--- src/xpd_pkg.sv ---
// Purpose: Constants for the extension bus peripheral decoder
// Assumes: 20 MHz core clock, AXI4-Lite register access
// Notes: Address ranges are full 24-bit byte addresses
package xpd_pkg;
   // ----------------------------------------------------------------
   // Register map
   // ----------------------------------------------------------------
   localparam logic [15:0] OFS_PERIPH_ENABLE = 16'hf024;
   localparam logic [15:0] OFS_SYS_CONFIG = 16'hf028;
   localparam logic [15:0] OFS_STATUS = 16'hf02c;
   localparam logic [15:0] RST_PERIPH_ENABLE = 16'h0005;
   localparam logic [4:0] EMU_ALL_ENABLED = 5'h1f;
   // ----------------------------------------------------------------
   // Field positions
   // ----------------------------------------------------------------
   localparam int BIT_CAN1 = 0;
   localparam int BIT_CAN2 = 1;
   localparam int BIT_LOWER_RAM = 2;
   localparam int BIT_UPPER_RAM = 3;
   localparam int BIT_RTC = 4;
   localparam int BIT_GLOBAL_EN = 2;
   localparam int BIT_CAL_OSC_OFF = 0;
   // ----------------------------------------------------------------
   // Address ranges
   // ----------------------------------------------------------------
   localparam logic [23:0] LOWER_RAM_LO = 24'h00e000;
   localparam logic [23:0] LOWER_RAM_HI = 24'h00e7ff;
   localparam logic [23:0] UPPER_RAM_LO = 24'h00c000;
   localparam logic [23:0] UPPER_RAM_HI = 24'h00dfff;
   localparam logic [23:0] CAN1_LO = 24'h00ef00;
   localparam logic [23:0] CAN1_HI = 24'h00efff;
   localparam logic [23:0] CAN2_LO = 24'h00ee00;
   localparam logic [23:0] CAN2_HI = 24'h00eeff;
   localparam logic [23:0] RTC_LO = 24'h00ec00;
   localparam logic [23:0] RTC_HI = 24'h00ecff;
   // ----------------------------------------------------------------
   // Timing and segment lines
   // ----------------------------------------------------------------
   localparam logic [1:0] XRAM_WAIT_STATES = 2'h0;
   localparam logic [1:0] CAN_WAIT_STATES = 2'h2;
   localparam logic [3:0] SEG_LINES_CAN = 4'h4;
   localparam logic [3:0] SEG_LINES_FULL = 4'h8;
   // ----------------------------------------------------------------
   // Targets
   // ----------------------------------------------------------------
   typedef enum logic [2:0] {
      XPD_TGT_EXT,
      XPD_TGT_LOWER_RAM,
      XPD_TGT_UPPER_RAM,
      XPD_TGT_CAN1,
      XPD_TGT_CAN2,
      XPD_TGT_RTC
   } xpd_target_e;
endpackage : xpd_pkg

--- src/xpd_decode.sv ---
// Purpose: Extension bus address decode and peripheral enable register
// Assumes: CPU address valid with cpu_req, all synchronous to core_clk
// Notes: One registered target select per cycle
//
// Local design decision: register access over AXI4-Lite.
`timescale 1ns/1ps
`default_nettype none
module xpd_decode (
   // Clock and reset
   input wire logic core_clk,
   input wire logic rst_n,
   input wire logic clk_en,
   // Mode
   input wire logic emu_mode,
   input wire logic power_down_req,
   // CPU access
   input wire logic cpu_req,
   input wire logic [23:0] cpu_addr,
   input wire logic cpu_byte,
   // Decode result
   output logic sel_ext_r,
   output logic sel_lower_ram_r,
   output logic sel_upper_ram_r,
   output logic sel_can1_r,
   output logic sel_can2_r,
   output logic sel_rtc_r,
   output logic [1:0] wait_states_r,
   output logic byte_access_r,
   // Side effects
   output logic [3:0] p4_gpio_release_r,
   output logic [3:0] seg_lines_r,
   output logic osc_stop_r,
   // AXI4-Lite write address
   input wire logic [15:0] s_axi_awaddr,
   input wire logic s_axi_awvalid,
   output logic s_axi_awready,
   // AXI4-Lite write data
   input wire logic [31:0] s_axi_wdata,
   input wire logic [3:0] s_axi_wstrb,
   input wire logic s_axi_wvalid,
   output logic s_axi_wready,
   // AXI4-Lite write response
   output logic [1:0] s_axi_bresp,
   output logic s_axi_bvalid,
   input wire logic s_axi_bready,
   // AXI4-Lite read address
   input wire logic [15:0] s_axi_araddr,
   input wire logic s_axi_arvalid,
   output logic s_axi_arready,
   // AXI4-Lite read data
   output logic [31:0] s_axi_rdata,
   output logic [1:0] s_axi_rresp,
   output logic s_axi_rvalid,
   input wire logic s_axi_rready
);
   // ----------------------------------------------------------------
   // Functions
   // ----------------------------------------------------------------
   function automatic logic in_range(input logic [23:0] a, input logic [23:0] lo,
                                     input logic [23:0] hi);
      in_range = (a >= lo) && (a <= hi);
   endfunction : in_range

   // ----------------------------------------------------------------
   // Register state
   // ----------------------------------------------------------------
   logic [4:0] periph_en_r, periph_en_nxt;
   logic global_en_r, global_en_nxt;
   logic osc_off_r, osc_off_nxt;
   logic aw_got_r, aw_got_nxt;
   logic w_got_r, w_got_nxt;
   logic [15:0] aw_addr_r, aw_addr_nxt;
   logic [31:0] w_data_r, w_data_nxt;
   logic [3:0] w_strb_r, w_strb_nxt;
   logic bvalid_nxt, rvalid_nxt;
   logic [1:0] bresp_nxt, rresp_nxt;
   logic [31:0] rdata_nxt;
   logic [4:0] eff_en;
   logic wr_fire;

   // Effective enables
   always_comb begin
      eff_en = emu_mode ? xpd_pkg::EMU_ALL_ENABLED : periph_en_r;
   end

   always_comb begin
      periph_en_nxt = periph_en_r;
      global_en_nxt = global_en_r;
      osc_off_nxt = osc_off_r;
      aw_got_nxt = aw_got_r;
      w_got_nxt = w_got_r;
      aw_addr_nxt = aw_addr_r;
      w_data_nxt = w_data_r;
      w_strb_nxt = w_strb_r;
      bvalid_nxt = s_axi_bvalid;
      bresp_nxt = s_axi_bresp;
      rvalid_nxt = s_axi_rvalid;
      rresp_nxt = s_axi_rresp;
      rdata_nxt = s_axi_rdata;
      wr_fire = 1'b0;
      if (s_axi_awvalid && s_axi_awready) begin
         aw_got_nxt = 1'b1;
         aw_addr_nxt = s_axi_awaddr;
      end
      if (s_axi_wvalid && s_axi_wready) begin
         w_got_nxt = 1'b1;
         w_data_nxt = s_axi_wdata;
         w_strb_nxt = s_axi_wstrb;
      end
      if (aw_got_r && w_got_r && !s_axi_bvalid) begin
         wr_fire = 1'b1;
         aw_got_nxt = 1'b0;
         w_got_nxt = 1'b0;
         bvalid_nxt = 1'b1;
         bresp_nxt = 2'h0;
         if (aw_addr_r == xpd_pkg::OFS_PERIPH_ENABLE) begin
            if (!global_en_r && w_strb_r[0]) begin
               periph_en_nxt = w_data_r[4:0];
            end
         end else if (aw_addr_r == xpd_pkg::OFS_SYS_CONFIG) begin
            if (w_strb_r[0]) begin
               global_en_nxt = w_data_r[xpd_pkg::BIT_GLOBAL_EN];
            end
         end else if (aw_addr_r == xpd_pkg::OFS_STATUS) begin
            if (w_strb_r[0]) begin
               osc_off_nxt = w_data_r[xpd_pkg::BIT_CAL_OSC_OFF];
            end
         end else begin
            bresp_nxt = 2'h2;
         end
      end
      if (s_axi_bvalid && s_axi_bready) begin
         bvalid_nxt = 1'b0;
      end
      if (s_axi_arvalid && s_axi_arready) begin
         rvalid_nxt = 1'b1;
         rresp_nxt = 2'h0;
         if (s_axi_araddr == xpd_pkg::OFS_PERIPH_ENABLE) begin
            rdata_nxt = {27'h0, eff_en};
         end else if (s_axi_araddr == xpd_pkg::OFS_SYS_CONFIG) begin
            rdata_nxt = {29'h0, global_en_r, 2'h0};
         end else if (s_axi_araddr == xpd_pkg::OFS_STATUS) begin
            rdata_nxt = {24'h0, osc_stop_r, seg_lines_r, 2'h0, osc_off_r};
         end else begin
            rdata_nxt = 32'h0;
            rresp_nxt = 2'h2;
         end
      end else if (s_axi_rvalid && s_axi_rready) begin
         rvalid_nxt = 1'b0;
      end
   end

   always_ff @(posedge core_clk or negedge rst_n) begin
      if (!rst_n) begin
         periph_en_r <= xpd_pkg::RST_PERIPH_ENABLE[4:0];
         global_en_r <= 1'b0;
         osc_off_r <= 1'b0;
         aw_got_r <= 1'b0;
         w_got_r <= 1'b0;
         aw_addr_r <= 16'h0;
         w_data_r <= 32'h0;
         w_strb_r <= 4'h0;
         s_axi_bvalid <= 1'b0;
         s_axi_bresp <= 2'h0;
         s_axi_rvalid <= 1'b0;
         s_axi_rresp <= 2'h0;
         s_axi_rdata <= 32'h0;
      end else if (clk_en) begin
         periph_en_r <= periph_en_nxt;
         global_en_r <= global_en_nxt;
         osc_off_r <= osc_off_nxt;
         aw_got_r <= aw_got_nxt;
         w_got_r <= w_got_nxt;
         aw_addr_r <= aw_addr_nxt;
         w_data_r <= w_data_nxt;
         w_strb_r <= w_strb_nxt;
         s_axi_bvalid <= bvalid_nxt;
         s_axi_bresp <= bresp_nxt;
         s_axi_rvalid <= rvalid_nxt;
         s_axi_rresp <= rresp_nxt;
         s_axi_rdata <= rdata_nxt;
      end
   end

   // Ready only while the holding slot is free
   always_comb begin
      s_axi_awready = !aw_got_r && clk_en;
      s_axi_wready = !w_got_r && clk_en;
      s_axi_arready = !s_axi_rvalid && clk_en;
   end

   // ----------------------------------------------------------------
   // Address decode
   // ----------------------------------------------------------------
   xpd_pkg::xpd_target_e tgt;
   logic [1:0] ws_nxt;
   logic can_any;
   logic [3:0] rel_nxt;
   logic [3:0] seg_nxt;
   logic osc_nxt;

   always_comb begin
      can_any = eff_en[xpd_pkg::BIT_CAN1] || eff_en[xpd_pkg::BIT_CAN2];
      tgt = xpd_pkg::XPD_TGT_EXT;
      ws_nxt = xpd_pkg::XRAM_WAIT_STATES;
      if (global_en_r || emu_mode) begin
         if (in_range(cpu_addr, xpd_pkg::LOWER_RAM_LO, xpd_pkg::LOWER_RAM_HI)) begin
            if (eff_en[xpd_pkg::BIT_LOWER_RAM]) tgt = xpd_pkg::XPD_TGT_LOWER_RAM;
         end else if (in_range(cpu_addr, xpd_pkg::UPPER_RAM_LO, xpd_pkg::UPPER_RAM_HI)) begin
            if (eff_en[xpd_pkg::BIT_UPPER_RAM]) tgt = xpd_pkg::XPD_TGT_UPPER_RAM;
         end else if (in_range(cpu_addr, xpd_pkg::CAN1_LO, xpd_pkg::CAN1_HI)) begin
            if (eff_en[xpd_pkg::BIT_CAN1]) tgt = xpd_pkg::XPD_TGT_CAN1;
            else if (can_any) tgt = xpd_pkg::XPD_TGT_CAN2;
         end else if (in_range(cpu_addr, xpd_pkg::CAN2_LO, xpd_pkg::CAN2_HI)) begin
            if (eff_en[xpd_pkg::BIT_CAN2]) tgt = xpd_pkg::XPD_TGT_CAN2;
            else if (can_any) tgt = xpd_pkg::XPD_TGT_CAN1;
         end else if (in_range(cpu_addr, xpd_pkg::RTC_LO, xpd_pkg::RTC_HI)) begin
            if (eff_en[xpd_pkg::BIT_RTC] || can_any) tgt = xpd_pkg::XPD_TGT_RTC;
         end
      end
      if (tgt == xpd_pkg::XPD_TGT_CAN1 || tgt == xpd_pkg::XPD_TGT_CAN2) begin
         ws_nxt = xpd_pkg::CAN_WAIT_STATES;
      end
      // Pin release: bits 0..3 are P4.4..P4.7
      rel_nxt[0] = !(global_en_r && eff_en[xpd_pkg::BIT_CAN2]);
      rel_nxt[1] = !(global_en_r && eff_en[xpd_pkg::BIT_CAN1]);
      rel_nxt[2] = rel_nxt[1];
      rel_nxt[3] = rel_nxt[0];
      seg_nxt = (global_en_r && can_any) ? xpd_pkg::SEG_LINES_CAN
                                          : xpd_pkg::SEG_LINES_FULL;
      osc_nxt = power_down_req &&
                (!eff_en[xpd_pkg::BIT_RTC] || osc_off_r);
   end

   always_ff @(posedge core_clk or negedge rst_n) begin
      if (!rst_n) begin
         sel_ext_r <= 1'b0;
         sel_lower_ram_r <= 1'b0;
         sel_upper_ram_r <= 1'b0;
         sel_can1_r <= 1'b0;
         sel_can2_r <= 1'b0;
         sel_rtc_r <= 1'b0;
         wait_states_r <= 2'h0;
         byte_access_r <= 1'b0;
         p4_gpio_release_r <= 4'hf;
         seg_lines_r <= xpd_pkg::SEG_LINES_FULL;
         osc_stop_r <= 1'b0;
      end else if (clk_en) begin
         sel_ext_r <= cpu_req && (tgt == xpd_pkg::XPD_TGT_EXT);
         sel_lower_ram_r <= cpu_req && (tgt == xpd_pkg::XPD_TGT_LOWER_RAM);
         sel_upper_ram_r <= cpu_req && (tgt == xpd_pkg::XPD_TGT_UPPER_RAM);
         sel_can1_r <= cpu_req && (tgt == xpd_pkg::XPD_TGT_CAN1);
         sel_can2_r <= cpu_req && (tgt == xpd_pkg::XPD_TGT_CAN2);
         sel_rtc_r <= cpu_req && (tgt == xpd_pkg::XPD_TGT_RTC);
         wait_states_r <= cpu_req ? ws_nxt : 2'h0;
         byte_access_r <= cpu_req && cpu_byte;
         p4_gpio_release_r <= rel_nxt;
         seg_lines_r <= seg_nxt;
         osc_stop_r <= osc_nxt;
      end
   end

   // ----------------------------------------------------------------
   // Assertions
   // ----------------------------------------------------------------
   property p_one_target;
      @(posedge core_clk) disable iff (!rst_n)
      $past(cpu_req) && $past(clk_en) |-> $onehot({sel_ext_r, sel_lower_ram_r, sel_upper_ram_r,
                                          sel_can1_r, sel_can2_r, sel_rtc_r});
   endproperty
   a_one_target: assert property (p_one_target) else $error("Not one target");
   property p_lower_ram_off;
      @(posedge core_clk) disable iff (!rst_n)
      sel_lower_ram_r |-> $past(global_en_r || emu_mode);
   endproperty
   a_lower_ram_off: assert property (p_lower_ram_off) else $error("Lower RAM off");
   property p_upper_ram_off;
      @(posedge core_clk) disable iff (!rst_n)
      sel_upper_ram_r |-> $past((global_en_r || emu_mode) && eff_en[xpd_pkg::BIT_UPPER_RAM]);
   endproperty
   a_upper_ram_off: assert property (p_upper_ram_off) else $error("Upper RAM off");
   property p_ext_off;
      @(posedge core_clk) disable iff (!rst_n)
      $past(cpu_req && clk_en && !global_en_r && !emu_mode) |-> sel_ext_r;
   endproperty
   a_ext_off: assert property (p_ext_off) else $error("Not routed external");
   property p_can1_en;
      @(posedge core_clk) disable iff (!rst_n)
      sel_can1_r |-> $past(eff_en[xpd_pkg::BIT_CAN1]);
   endproperty
   a_can1_en: assert property (p_can1_en) else $error("First CAN not enabled");
   property p_can2_en;
      @(posedge core_clk) disable iff (!rst_n)
      sel_can2_r |-> $past(eff_en[xpd_pkg::BIT_CAN2]);
   endproperty
   a_can2_en: assert property (p_can2_en) else $error("Second CAN not enabled");
   property p_rtc_en;
      @(posedge core_clk) disable iff (!rst_n)
      sel_rtc_r |-> $past(eff_en[xpd_pkg::BIT_RTC] || can_any);
   endproperty
   a_rtc_en: assert property (p_rtc_en) else $error("Calendar range taken");
   property p_pin_first;
      @(posedge core_clk) disable iff (!rst_n)
      !p4_gpio_release_r[1] |-> $past(eff_en[xpd_pkg::BIT_CAN1]);
   endproperty
   a_pin_first: assert property (p_pin_first) else $error("First CAN pins held");
   property p_pin_second;
      @(posedge core_clk) disable iff (!rst_n)
      !p4_gpio_release_r[0] |-> $past(eff_en[xpd_pkg::BIT_CAN2]);
   endproperty
   a_pin_second: assert property (p_pin_second) else $error("Second CAN pins held");
   property p_osc;
      @(posedge core_clk) disable iff (!rst_n)
      osc_stop_r |-> $past(power_down_req);
   endproperty
   a_osc: assert property (p_osc) else $error("Oscillator stopped while running");
   property p_freeze;
      @(posedge core_clk) disable iff (!rst_n)
      !clk_en |=> $stable(periph_en_r) && $stable(sel_ext_r);
   endproperty
   a_freeze: assert property (p_freeze) else $error("State moved while frozen");
   property p_lock;
      @(posedge core_clk) disable iff (!rst_n)
      global_en_r && !$changed(global_en_r) |=> $stable(periph_en_r);
   endproperty
   a_lock: assert property (p_lock) else $error("Enable changed while locked");
   property p_can_wait;
      @(posedge core_clk) disable iff (!rst_n)
      sel_can1_r || sel_can2_r |-> wait_states_r == xpd_pkg::CAN_WAIT_STATES;
   endproperty
   a_can_wait: assert property (p_can_wait) else $error("CAN wait states wrong");
   property p_xram_wait;
      @(posedge core_clk) disable iff (!rst_n)
      sel_lower_ram_r || sel_upper_ram_r |-> wait_states_r == xpd_pkg::XRAM_WAIT_STATES;
   endproperty
   a_xram_wait: assert property (p_xram_wait) else $error("RAM wait states wrong");
   property p_seg;
      @(posedge core_clk) disable iff (!rst_n)
      (sel_can1_r || sel_can2_r) && !emu_mode |-> seg_lines_r == xpd_pkg::SEG_LINES_CAN;
   endproperty
   a_seg: assert property (p_seg) else $error("Segment lines not limited");
   property p_bresp;
      @(posedge core_clk) disable iff (!rst_n)
      s_axi_bvalid && !s_axi_bready |=> s_axi_bvalid && $stable(s_axi_bresp);
   endproperty
   a_bresp: assert property (p_bresp) else $error("Write response dropped");
   property p_rvalid;
      @(posedge core_clk) disable iff (!rst_n)
      s_axi_rvalid && !s_axi_rready |=> s_axi_rvalid && $stable(s_axi_rdata);
   endproperty
   a_rvalid: assert property (p_rvalid) else $error("Read data dropped");
   c_can1: cover property (@(posedge core_clk) sel_can1_r);
   c_upper_ram: cover property (@(posedge core_clk) sel_upper_ram_r);
   c_ext: cover property (@(posedge core_clk) sel_ext_r ##1 sel_rtc_r);
   c_lock: cover property (@(posedge core_clk) $rose(global_en_r));
endmodule : xpd_decode
`default_nettype wire

--- config.mk ---
export PLATFORM = sky130hd
export DESIGN_NAME = xpd_decode
export DESIGN_NICKNAME = d
export VERILOG_FILES = /design/src/xpd_pkg.sv /design/src/xpd_decode.sv
export SDC_FILE = /design/constraint.sdc
export NUM_CORES = 1
export LEC_CHECK = 0
export ABC_CLOCK_PERIOD_IN_PS = 2200
export BUFFER_PORTS_ARGS = -buffer_cell sky130_fd_sc_hd__buf_2
export CAP_MARGIN = 40
export CORE_AREA = 3 3 86 88
export CTS_CLUSTER_DIAMETER = 150
export DETAILED_ROUTE_END_ITERATION = 12
export DIE_AREA = 0 0 89 91
export GPL_TIMING_DRIVEN = 0
export PLACE_DENSITY = 0.82
export SYNTH_ARGS = -nofsm -noshare
export SYNTH_HDL_FRONTEND = slang
export SYNTH_SLANG_ARGS = --single-unit
export TNS_END_PERCENT = 50
--- constraint.sdc ---
create_clock -name core_clk -period 2.2 [get_ports core_clk]
set_clock_uncertainty 0.1 [all_clocks]
set_input_delay 0.22 -clock core_clk [delete_from_list [all_inputs] [get_ports core_clk]]
set_output_delay 0.22 -clock core_clk [all_outputs]
set_load 0.05 [all_outputs]
# Yosys cells after proc, flatten, opt, wreduce, memory -nomap -nowiden
# Cells that the tools add are included.
# W data, S select, Z words.
# word_totals
ff_bits,87
inputBits,104
out_inout_bits,59
word_cells,137
# op_classes
order_cmp,10
eq_ne,11
n_mux,34
bitwise_logic,2
reduce_logical,56
# op_table
cell,n
$ge A24 B16 Y1 const B,5
$le A24 B16 Y1 const B,5
$eq A16 B16 Y1 const B,6
$mux W3,10
$logic_and A1 B1 Y1,27
$mux W8,3
$mux W2,10
$reduce_and A2 Y1,8
$mux W1,9
$logic_not A1 Y1,8
$reduce_bool A2 Y1,4
$eq A3 B2 Y1 const B,2
$eq A3 B3 Y1 const B,2
$reduce_and A6 Y1,1
$logic_or A1 B1 Y1,5
$mux W5,1
$reduce_and A5 Y1,1
$mux W4,1
$reduce_and A4 Y1,1
$eq A3 B1 Y1 const B,1
$logic_not A3 Y1,1
$not A1 Y1,2

# Logic depth before layout (Yosys ltp)
# Gate-level depths: netlist (run 1).
# depth
word_depth,14
depth_mapped,8
ltp_nobuf,6

# Worst setup path after synthesis (run 1)
# No wires, ideal clock.
# synth_timing
path_type,register to register
startpoint,register s_axi_bvalid
endpoint,register periph_en_r[1]
setup_ns,0.125
t_arrival_ns,1.717
required_ns,1.975
setup_slack_ns,0.258
path_stages_with_launch,8
path_buffers,2
period_less_slack_ns,1.942
cell_sequence,dfrtp_1 > and4b_1 > buf_6 > nand2_2 > nor2_2 > and3_1 > buf_6 > mux2_4
# synth_via
elab_chain_len,3
# synth_lines
item,line_no,text
"start, declared",xpd_decode.sv:44,"output logic s_axi_bvalid,"
"start signal, assigned",xpd_decode.sv:177,s_axi_bvalid <= bvalid_nxt;
$logic_not A1 Y1,xpd_decode.sv:110,if (aw_got_r && w_got_r && !s_axi_bvalid) begin
$logic_and A1 B1 Y1,xpd_decode.sv:110,
$reduce_and A4 Y1 (no line),-,
"end signal, assigned",xpd_decode.sv:155,periph_en_r <= xpd_pkg::RST_PERIPH_ENABLE[4:0];
"end signal, assigned",xpd_decode.sv:169,periph_en_r <= periph_en_nxt;
"end, declared",xpd_decode.sv:67,"logic [4:0] periph_en_r, periph_en_nxt;"
# Every way passes these cells.
# A chain may end at the register's enable or synchronous reset.

# Worst setup path after layout (run 1)
# layout_timing
startpoint,register aw_addr_r[6]
endpoint,register periph_en_r[1]
# layout_via
elab_chain_len,2
# layout_lines
item,line_no,text
"start, declared",xpd_decode.sv:72,"logic [15:0] aw_addr_r, aw_addr_nxt;"
"start signal, assigned",xpd_decode.sv:174,aw_addr_r <= aw_addr_nxt;
$eq A16 B16 Y1,xpd_decode.sv:116,if (aw_addr_r == xpd_pkg::OFS_PERIPH_ENABLE) begin
$reduce_and A4 Y1 (no line),-,
# Every way passes these cells.

==> reports/results.ini, run 1 <==
[run_status]
status=finished, final reports clean

[synthesis]
syn_area_um2=2910
yosysWarnings=0
synth.top_cell.area_share_pct=43.9
yosys.area.top_type=dfrtp_1
synth_area_leaders=dfrtp_1 44%, mux2_2 9.7%, buf_4 8.0%
ys_seq_area_share_pct=48.4
synth_area_per_cell_um2=11.4
synth_edf_count=0
yosysUniqueCellTypes=51
synth_seq_cells=56
netlist_instances=255
ys.flop_type=dfrtp_1
async_flop_share_pct=100

[critical_path]
end_kind=flop
start_kind=flop
crit_type=reg -> reg
path_max_fanout=5
worstPathRequired_ns=2.30
cp_slowest_cell=dfrtp_1
arrival_ns=2.04
path_cells=nor4b_1, nand4_1, nor2_2, and3_1, buf_6, mux2_4
critical-path-max-stage-delay_ns=0.39

[sta]
tns_ns=0
hold_ws_ns=0.0332
setup_ws_ns=0.254
grt_setup_unrepaired=false
setup_viol=0
worstMarginPinSlew_ns=0.618
max_freq_mhz=514
post-route-min-period_ns=1.95
maxSlewViolCount=0
slew_headroom_pct=58.8
timing.final.crit_share_pct=88.4
hold_violations=0

[place]
dpl.hpwl_um=5100
pre_cts_ws_ns=0.247
place_congestion=0.819
io_buffers=93
placed_cells=457

[final_layout]
final_cell_count_no_fill=466
regArea_um2=1410
fill_cells=593
multi_input_area_um2=1260
syn_to_final_growth_pct=27.1
drive_gt1_share_pct=49.5
antenna_cells=0
nNetsFinal=489

[power]
ir_drop_uv=518
finalPower_uw=2790
powerDensity_nw_per_um2=755
p_leak_uw=0.00185

[floorplan]
chipHeight_um=91
die_w_um=89
rows=30
core_um2=6720
initial_core_util_pct=43.2
die_area_um2=8100
ios=163

[routing]
via_per_inst=4.76
ant_nets=0
wire_per_inst_um=13.3
wirelength_um=6220
vias=2217
drt_iter0_drc=71
post-route-drc-count=0
first_pass_iters=4

[flow_run]
drv_cap=0

[global_routing]
grt_max_degree=31
grt_pass1_vias=2114
grt_first_pass_wirelength_um=9800
grt-ovfl-total=0
grt_usage_pct=15.3
antenna_found_initial=0

[clocking]
post_cts_buffers=0
clock-sinks=56
cts_tree=built
cts_max_level=2
numCtsBuffers=5
cts_buffer_depth=2
insertion_delay_ns=0.31
cts-root-buf=clkbuf_8
path_clk_slew_ns=0.10

[min_path]
min_path_type=in -> reg

==> metrics by stage <==
step	area, µm²	util, %
finish	3690	55.0
global route	3690	55.0
CTS	3690	55.0
detailed placement	3600	53.5
global placement	3580	53.2
floorplan	3010	-
==> layout by cell type (no fill, tap or decap), types with 2 or more instances in the layout <==
cell / Yosys / final
inv_1: 10 / 10
o211ai_1: 3 / 3
dfrtp_1: 51 / 51
mux2_2: 25 / 25
nor2_4: 2 / 2
nor4b_1: 4 / 4
nor4_2: 4 / 4
o31ai_1: 5 / 5
nor3_2: 4 / 4
nand3b_1: 4 / 4
o21ai_0: 5 / 5
clkbuf_1: 5 / 5
clkbuf_8: 0 / 5
a21oi_1: 6 / 6
buf_2: 1 / 94
and4b_1: 3 / 3
mux2_4: 5 / 5
nand4_1: 3 / 3
dfstp_2: 5 / 5
conb_1: 1 / 29
nand2_1: 15 / 15
buf_4: 31 / 31
nor2_1: 15 / 15
a22o_1: 4 / 4
nand3_1: 3 / 3
buf_6: 4 / 4
nor2b_1: 7 / 7
o21ai_1: 2 / 2
o22a_1: 2 / 2
clkinv_2: 0 / 2
o22ai_1: 2 / 2
o21bai_1: 2 / 2
a31o_1: 2 / 2
==> state kept, by name (all words and copies together) (netlist names), 2 cells and up <==
signal	count
aw_addr_r	16
p4_gpio_release_r	2
periph_en_r	5
s_axi_rdata	8
seg_lines_r	2
w_data_r	5
==> report_power, final <==
part           switching, µW  internal (µW)  leakage (µW)
clock network            332            223     0.0000479
registers                151           1270      0.000698
logic                    447            361       0.00110
==> synth_stat cells (2+ instances only) <==
master and instances:
nor4b_1 4, o21bai_1 2, nor2_1 15, nor3_2 4, nand3b_1 4, buf_6 4, o21ai_0 5, dfrtp_1 51
mux2_2 25, o22a_1 2, nand3_1 3, mux2_4 5, a21oi_1 6, a22o_1 4, buf_4 31, nor2b_1 7
clkbuf_1 5, a31o_1 2, o31ai_1 5, o21ai_1 2, nor4_2 4, o211ai_1 3, and4b_1 3, o22ai_1 2
nor2_4 2, dfstp_2 5, nand2_1 15, inv_1 10, nand4_1 3
==> worst max-delay path, delay by kind of cell, from the launching register on <==
family / cells / cell delay, ns
buffers and inverters: 1 / 0.13
DFF: 1 / 0.39
and+or+nand+nor: 4 / 0.92
muxes: 1 / 0.29
==> kinds of logic (layout without fill, tap and decap cells) <==
family	after synthesis	count (layout)	synth area share, %
simple gates	74	74	16.6
mux	31	31	12.6
compound gates	42	42	10.5
other cells	1	29	0.129
flops	56	56	48.4
buf+inv	51	154	11.7
==> final timing paths <==
kind                                        from              endpoint  slack, ns  cells after the start
worst max register to register      aw_addr_r[6]        periph_en_r[1]       0.25                      6
max in group asynchronous                  rst_n  p4_gpio_release_r[0]       1.00                      3
min in group asynchronous                  rst_n          aw_addr_r[7]       0.35                      2
worst min-delay path            s_axi_awaddr[10]         aw_addr_r[10]       0.03                      2
worst min register to register    s_axi_rdata[4]        s_axi_rdata[4]       0.38                      2
worst max-delay path                aw_addr_r[6]        periph_en_r[1]       0.25                      6
==> final cells by class <==
type	instances	share of cell area, %
sequential	56	38.1
timing repair buffer	95	13.4
tap	80	2.71
clock buffer	5	1.86
clock inverter	3	0.508
inverter	10	1.02
buffer	41	8.16
multi-input combinational	176	34.2
==> timing repair <==
| item | CTS | global route |
|---|---|---|
| setup endpoints to repair | 0 | 0 |
| hold buffers | 1 | 0 |
| endpoints found under the hold margin | 26 | 0 |
| resized for setup | 0 | 0 |
==> routing by layer <==
| metal | wire, µm | vias up | global-route usage [%] |
|---|---|---|---|
| met3 | 594 | 8 | 4.81 |
| met5 | 0 | - | 0 |
| met4 | 76 | 0 | 4.47 |
| met1 | 2660 | 1015 | 19.0 |
| met2 | 2890 | 98 | 25.4 |
| li1 | - | 1096 | - |
No activity file was read; power rests on OpenSTA's default activity.
==> run 2, diff against run 1 <==
--- a/config.mk
+++ b/config.mk
@@ -7,12 +7,11 @@
 export LEC_CHECK = 0
 export ABC_CLOCK_PERIOD_IN_PS = 2200
 export BUFFER_PORTS_ARGS = -buffer_cell sky130_fd_sc_hd__buf_2
-export CAP_MARGIN = 40
 export CORE_AREA = 3 3 86 88
 export CTS_CLUSTER_DIAMETER = 150
 export DETAILED_ROUTE_END_ITERATION = 12
 export DIE_AREA = 0 0 89 91
-export GPL_TIMING_DRIVEN = 0
+export GPL_TIMING_DRIVEN = 1
 export PLACE_DENSITY = 0.82
 export SYNTH_ARGS = -nofsm -noshare
 export SYNTH_HDL_FRONTEND = slang
==> reports/results.ini, run 2 (synthesis gave the netlist of run 1 again) <==
[critical_path]
r2r_end=periph_en_r[1]
critical-path-max-stage-delay_ns=0.40  ; about the same
crit_type=reg -> reg
rr_worst_depth=5  ; -1
end_kind=flop
path_cells=nor4b_1, nand4_1, nor2_2, and3_2, mux2_4
worstPathRequired_ns=2.28  ; -0.02 ns
arrival_ns=2.09  ; +0.05 ns
path_max_fanout=5  ; unchanged
start_kind=flop
cp_slowest_cell=dfrtp_1
r2r_start=aw_addr_r[6]
reg2reg_slack_ns=0.20  ; -0.06 ns

[power]
ir_drop_uv=555  ; +7.1%
p_leak_uw=0.00167  ; -9.9%
finalPower_uw=2730  ; -2.0%
powerDensity_nw_per_um2=799  ; +5.9%

[routing]
post-route-drc-count=0  ; unchanged
wirelength_um=6040  ; -3.0%
ant_nets=0  ; unchanged
wire_per_inst_um=14.0  ; +4.9%
vias=2139  ; -3.5%
first_pass_iters=4  ; unchanged
drt_iter0_drc=80  ; +13%
via_per_inst=4.96  ; +4.3%

[final_layout]
largest_reg_flops=16  ; unchanged
top_regs=aw_addr_r: 16 flops, s_axi_rdata: 8 flops
drive_gt1_share_pct=45.6  ; -3.9 points
antenna_cells=0  ; unchanged
fill_cells=620  ; +4.6%
nNetsFinal=454  ; -7.2%
mostFrequentLayoutCells=95 x buf_2, 51 x dfrtp_1, 29 x conb_1
regMostFlops=aw_addr_r
syn_to_final_growth_pct=17.7
final_common_cell=buf_2

[global_routing]
grt_first_pass_wirelength_um=9810  ; +0.13%
grt_pass1_vias=2130  ; +0.76%
grt-ovfl-total=0  ; unchanged
antenna_found_initial=0  ; unchanged
grt_usage_pct=15.1  ; -0.26 points
grt_max_degree=57  ; +84%

[floorplan]
die_area_um2=8100  ; unchanged
chipHeight_um=91  ; unchanged
initial_core_util_pct=43.2  ; unchanged
die_w_um=89  ; unchanged
ios=163  ; unchanged
core_um2=6720  ; unchanged
rows=30  ; unchanged

[sta]
tns_ns=0  ; unchanged
worstMarginPinSlew_ns=0.697  ; +0.0791 ns
slew_headroom_pct=53.5  ; -5.3 points
setup_viol=0  ; unchanged
post-route-min-period_ns=2.00  ; +0.0570 ns
grt_setup_unrepaired=false
setup_ws_ns=0.197  ; -0.0570 ns
max_freq_mhz=499  ; -2.8%
maxSlewViolCount=0  ; unchanged
hold_violations=0  ; unchanged
timing.final.crit_share_pct=91.0  ; +2.6 points

[flow_run]
drv_cap=0  ; unchanged

[place]
io_buffers=95  ; +2.2%
pre_cts_ws_ns=0.139  ; -0.108 ns
dpl.hpwl_um=4740  ; -7.1%
place_congestion=0.836  ; +2.1%

[clocking]
cts_buffer_depth=2  ; unchanged
post_cts_buffers=0  ; unchanged
numCtsBuffers=5  ; unchanged
insertion_delay_ns=0.30  ; about the same
cts_max_level=2  ; unchanged
cts-root-buf=clkbuf_8
cts_tree=built
path_clk_slew_ns=0.10  ; about the same
clock-sinks=56  ; unchanged

[min_path]
hold_path_end=aw_addr_r[10]
min_path_type=in -> reg
hold_depth=2  ; unchanged
hp-start=s_axi_awaddr[10]

[run_status]
status=finished, final reports clean

-- run 2: cell types whose count changed in the layout (fill, tap and decap cells not counted) --
cell,delta
and3_1,-1
and3_2,+1
buf_12,-1
buf_2,+1
buf_4,-26
buf_6,-4
clkbuf_1,-3
clkinv_2,-2
-- run 2: what timing repair did --
action / 4_1_cts / 5_1_grt
endpoints found under the hold margin: 51 / 0
hold buffers: 1 / 0
gates resized for setup: 0 / 1
endpoints found under the setup margin: 0 / 3
-- run 2: power by group --
group	internal [µW]	total (µW)	switching (µW)
logic	320	759	439
registers	1270	1420	149
clock network	228	549	321
-- run 2: worst max-delay path, delay by kind of cell, from the launching register on --
kind / cells / cell delay (ns)
flip-flops: 1 / 0.40
multiplexers: 1 / 0.31
AND/OR/NAND/NOR: 4 / 1.07
-- run 2: routing by layer --
metal | GRT usage [%] | vias up | routed length (µm)
met2 | 25.7 | 103 | 2870
met5 | 0 | - | 0
met3 | 4.54 | 4 | 605
li1 | - | 1030 | -
met4 | 2.98 | 0 | 36
met1 | 18.8 | 1002 | 2520
-- run 2: final cells by class --
type	instances	area [µm²]	share of cell area, %
Clock buffer	7	76.3	2.23
Clock inverter	1	8.76	0.256
Inverter	10	37.5	1.10
Multi-Input combinational cell	176	1260	37.0
Sequential cell	56	1410	41.2
Tap cell	80	100	2.93
Timing Repair Buffer	101	523	15.3
-- run 2: stage by stage --
stage	cell area [µm²]	hold slack [ns]	std cells	utilization (%)
6_report	3420	0.0376	431	50.9
5_1_grt	3420	0.0237	431	50.9
4_1_cts	3420	0.0351	431	50.9
3_5_place_dp	3320	0.292	422	49.4
3_3_place_gp	3320	0.285	422	49.4
2_1_floorplan	3010	-0.176	283	-
-- run 2: worst max path at each step --
stage                            start             end  slack [ns]
after floorplan           s_axi_bvalid  periph_en_r[1]        0.26
after global placement    aw_addr_r[6]  periph_en_r[1]        0.19
after detailed placement  aw_addr_r[6]  periph_en_r[1]        0.14
after CTS                 aw_addr_r[6]  periph_en_r[1]        0.12
after global routing      aw_addr_r[1]  periph_en_r[3]        0.09
final                     aw_addr_r[6]  periph_en_r[1]        0.20
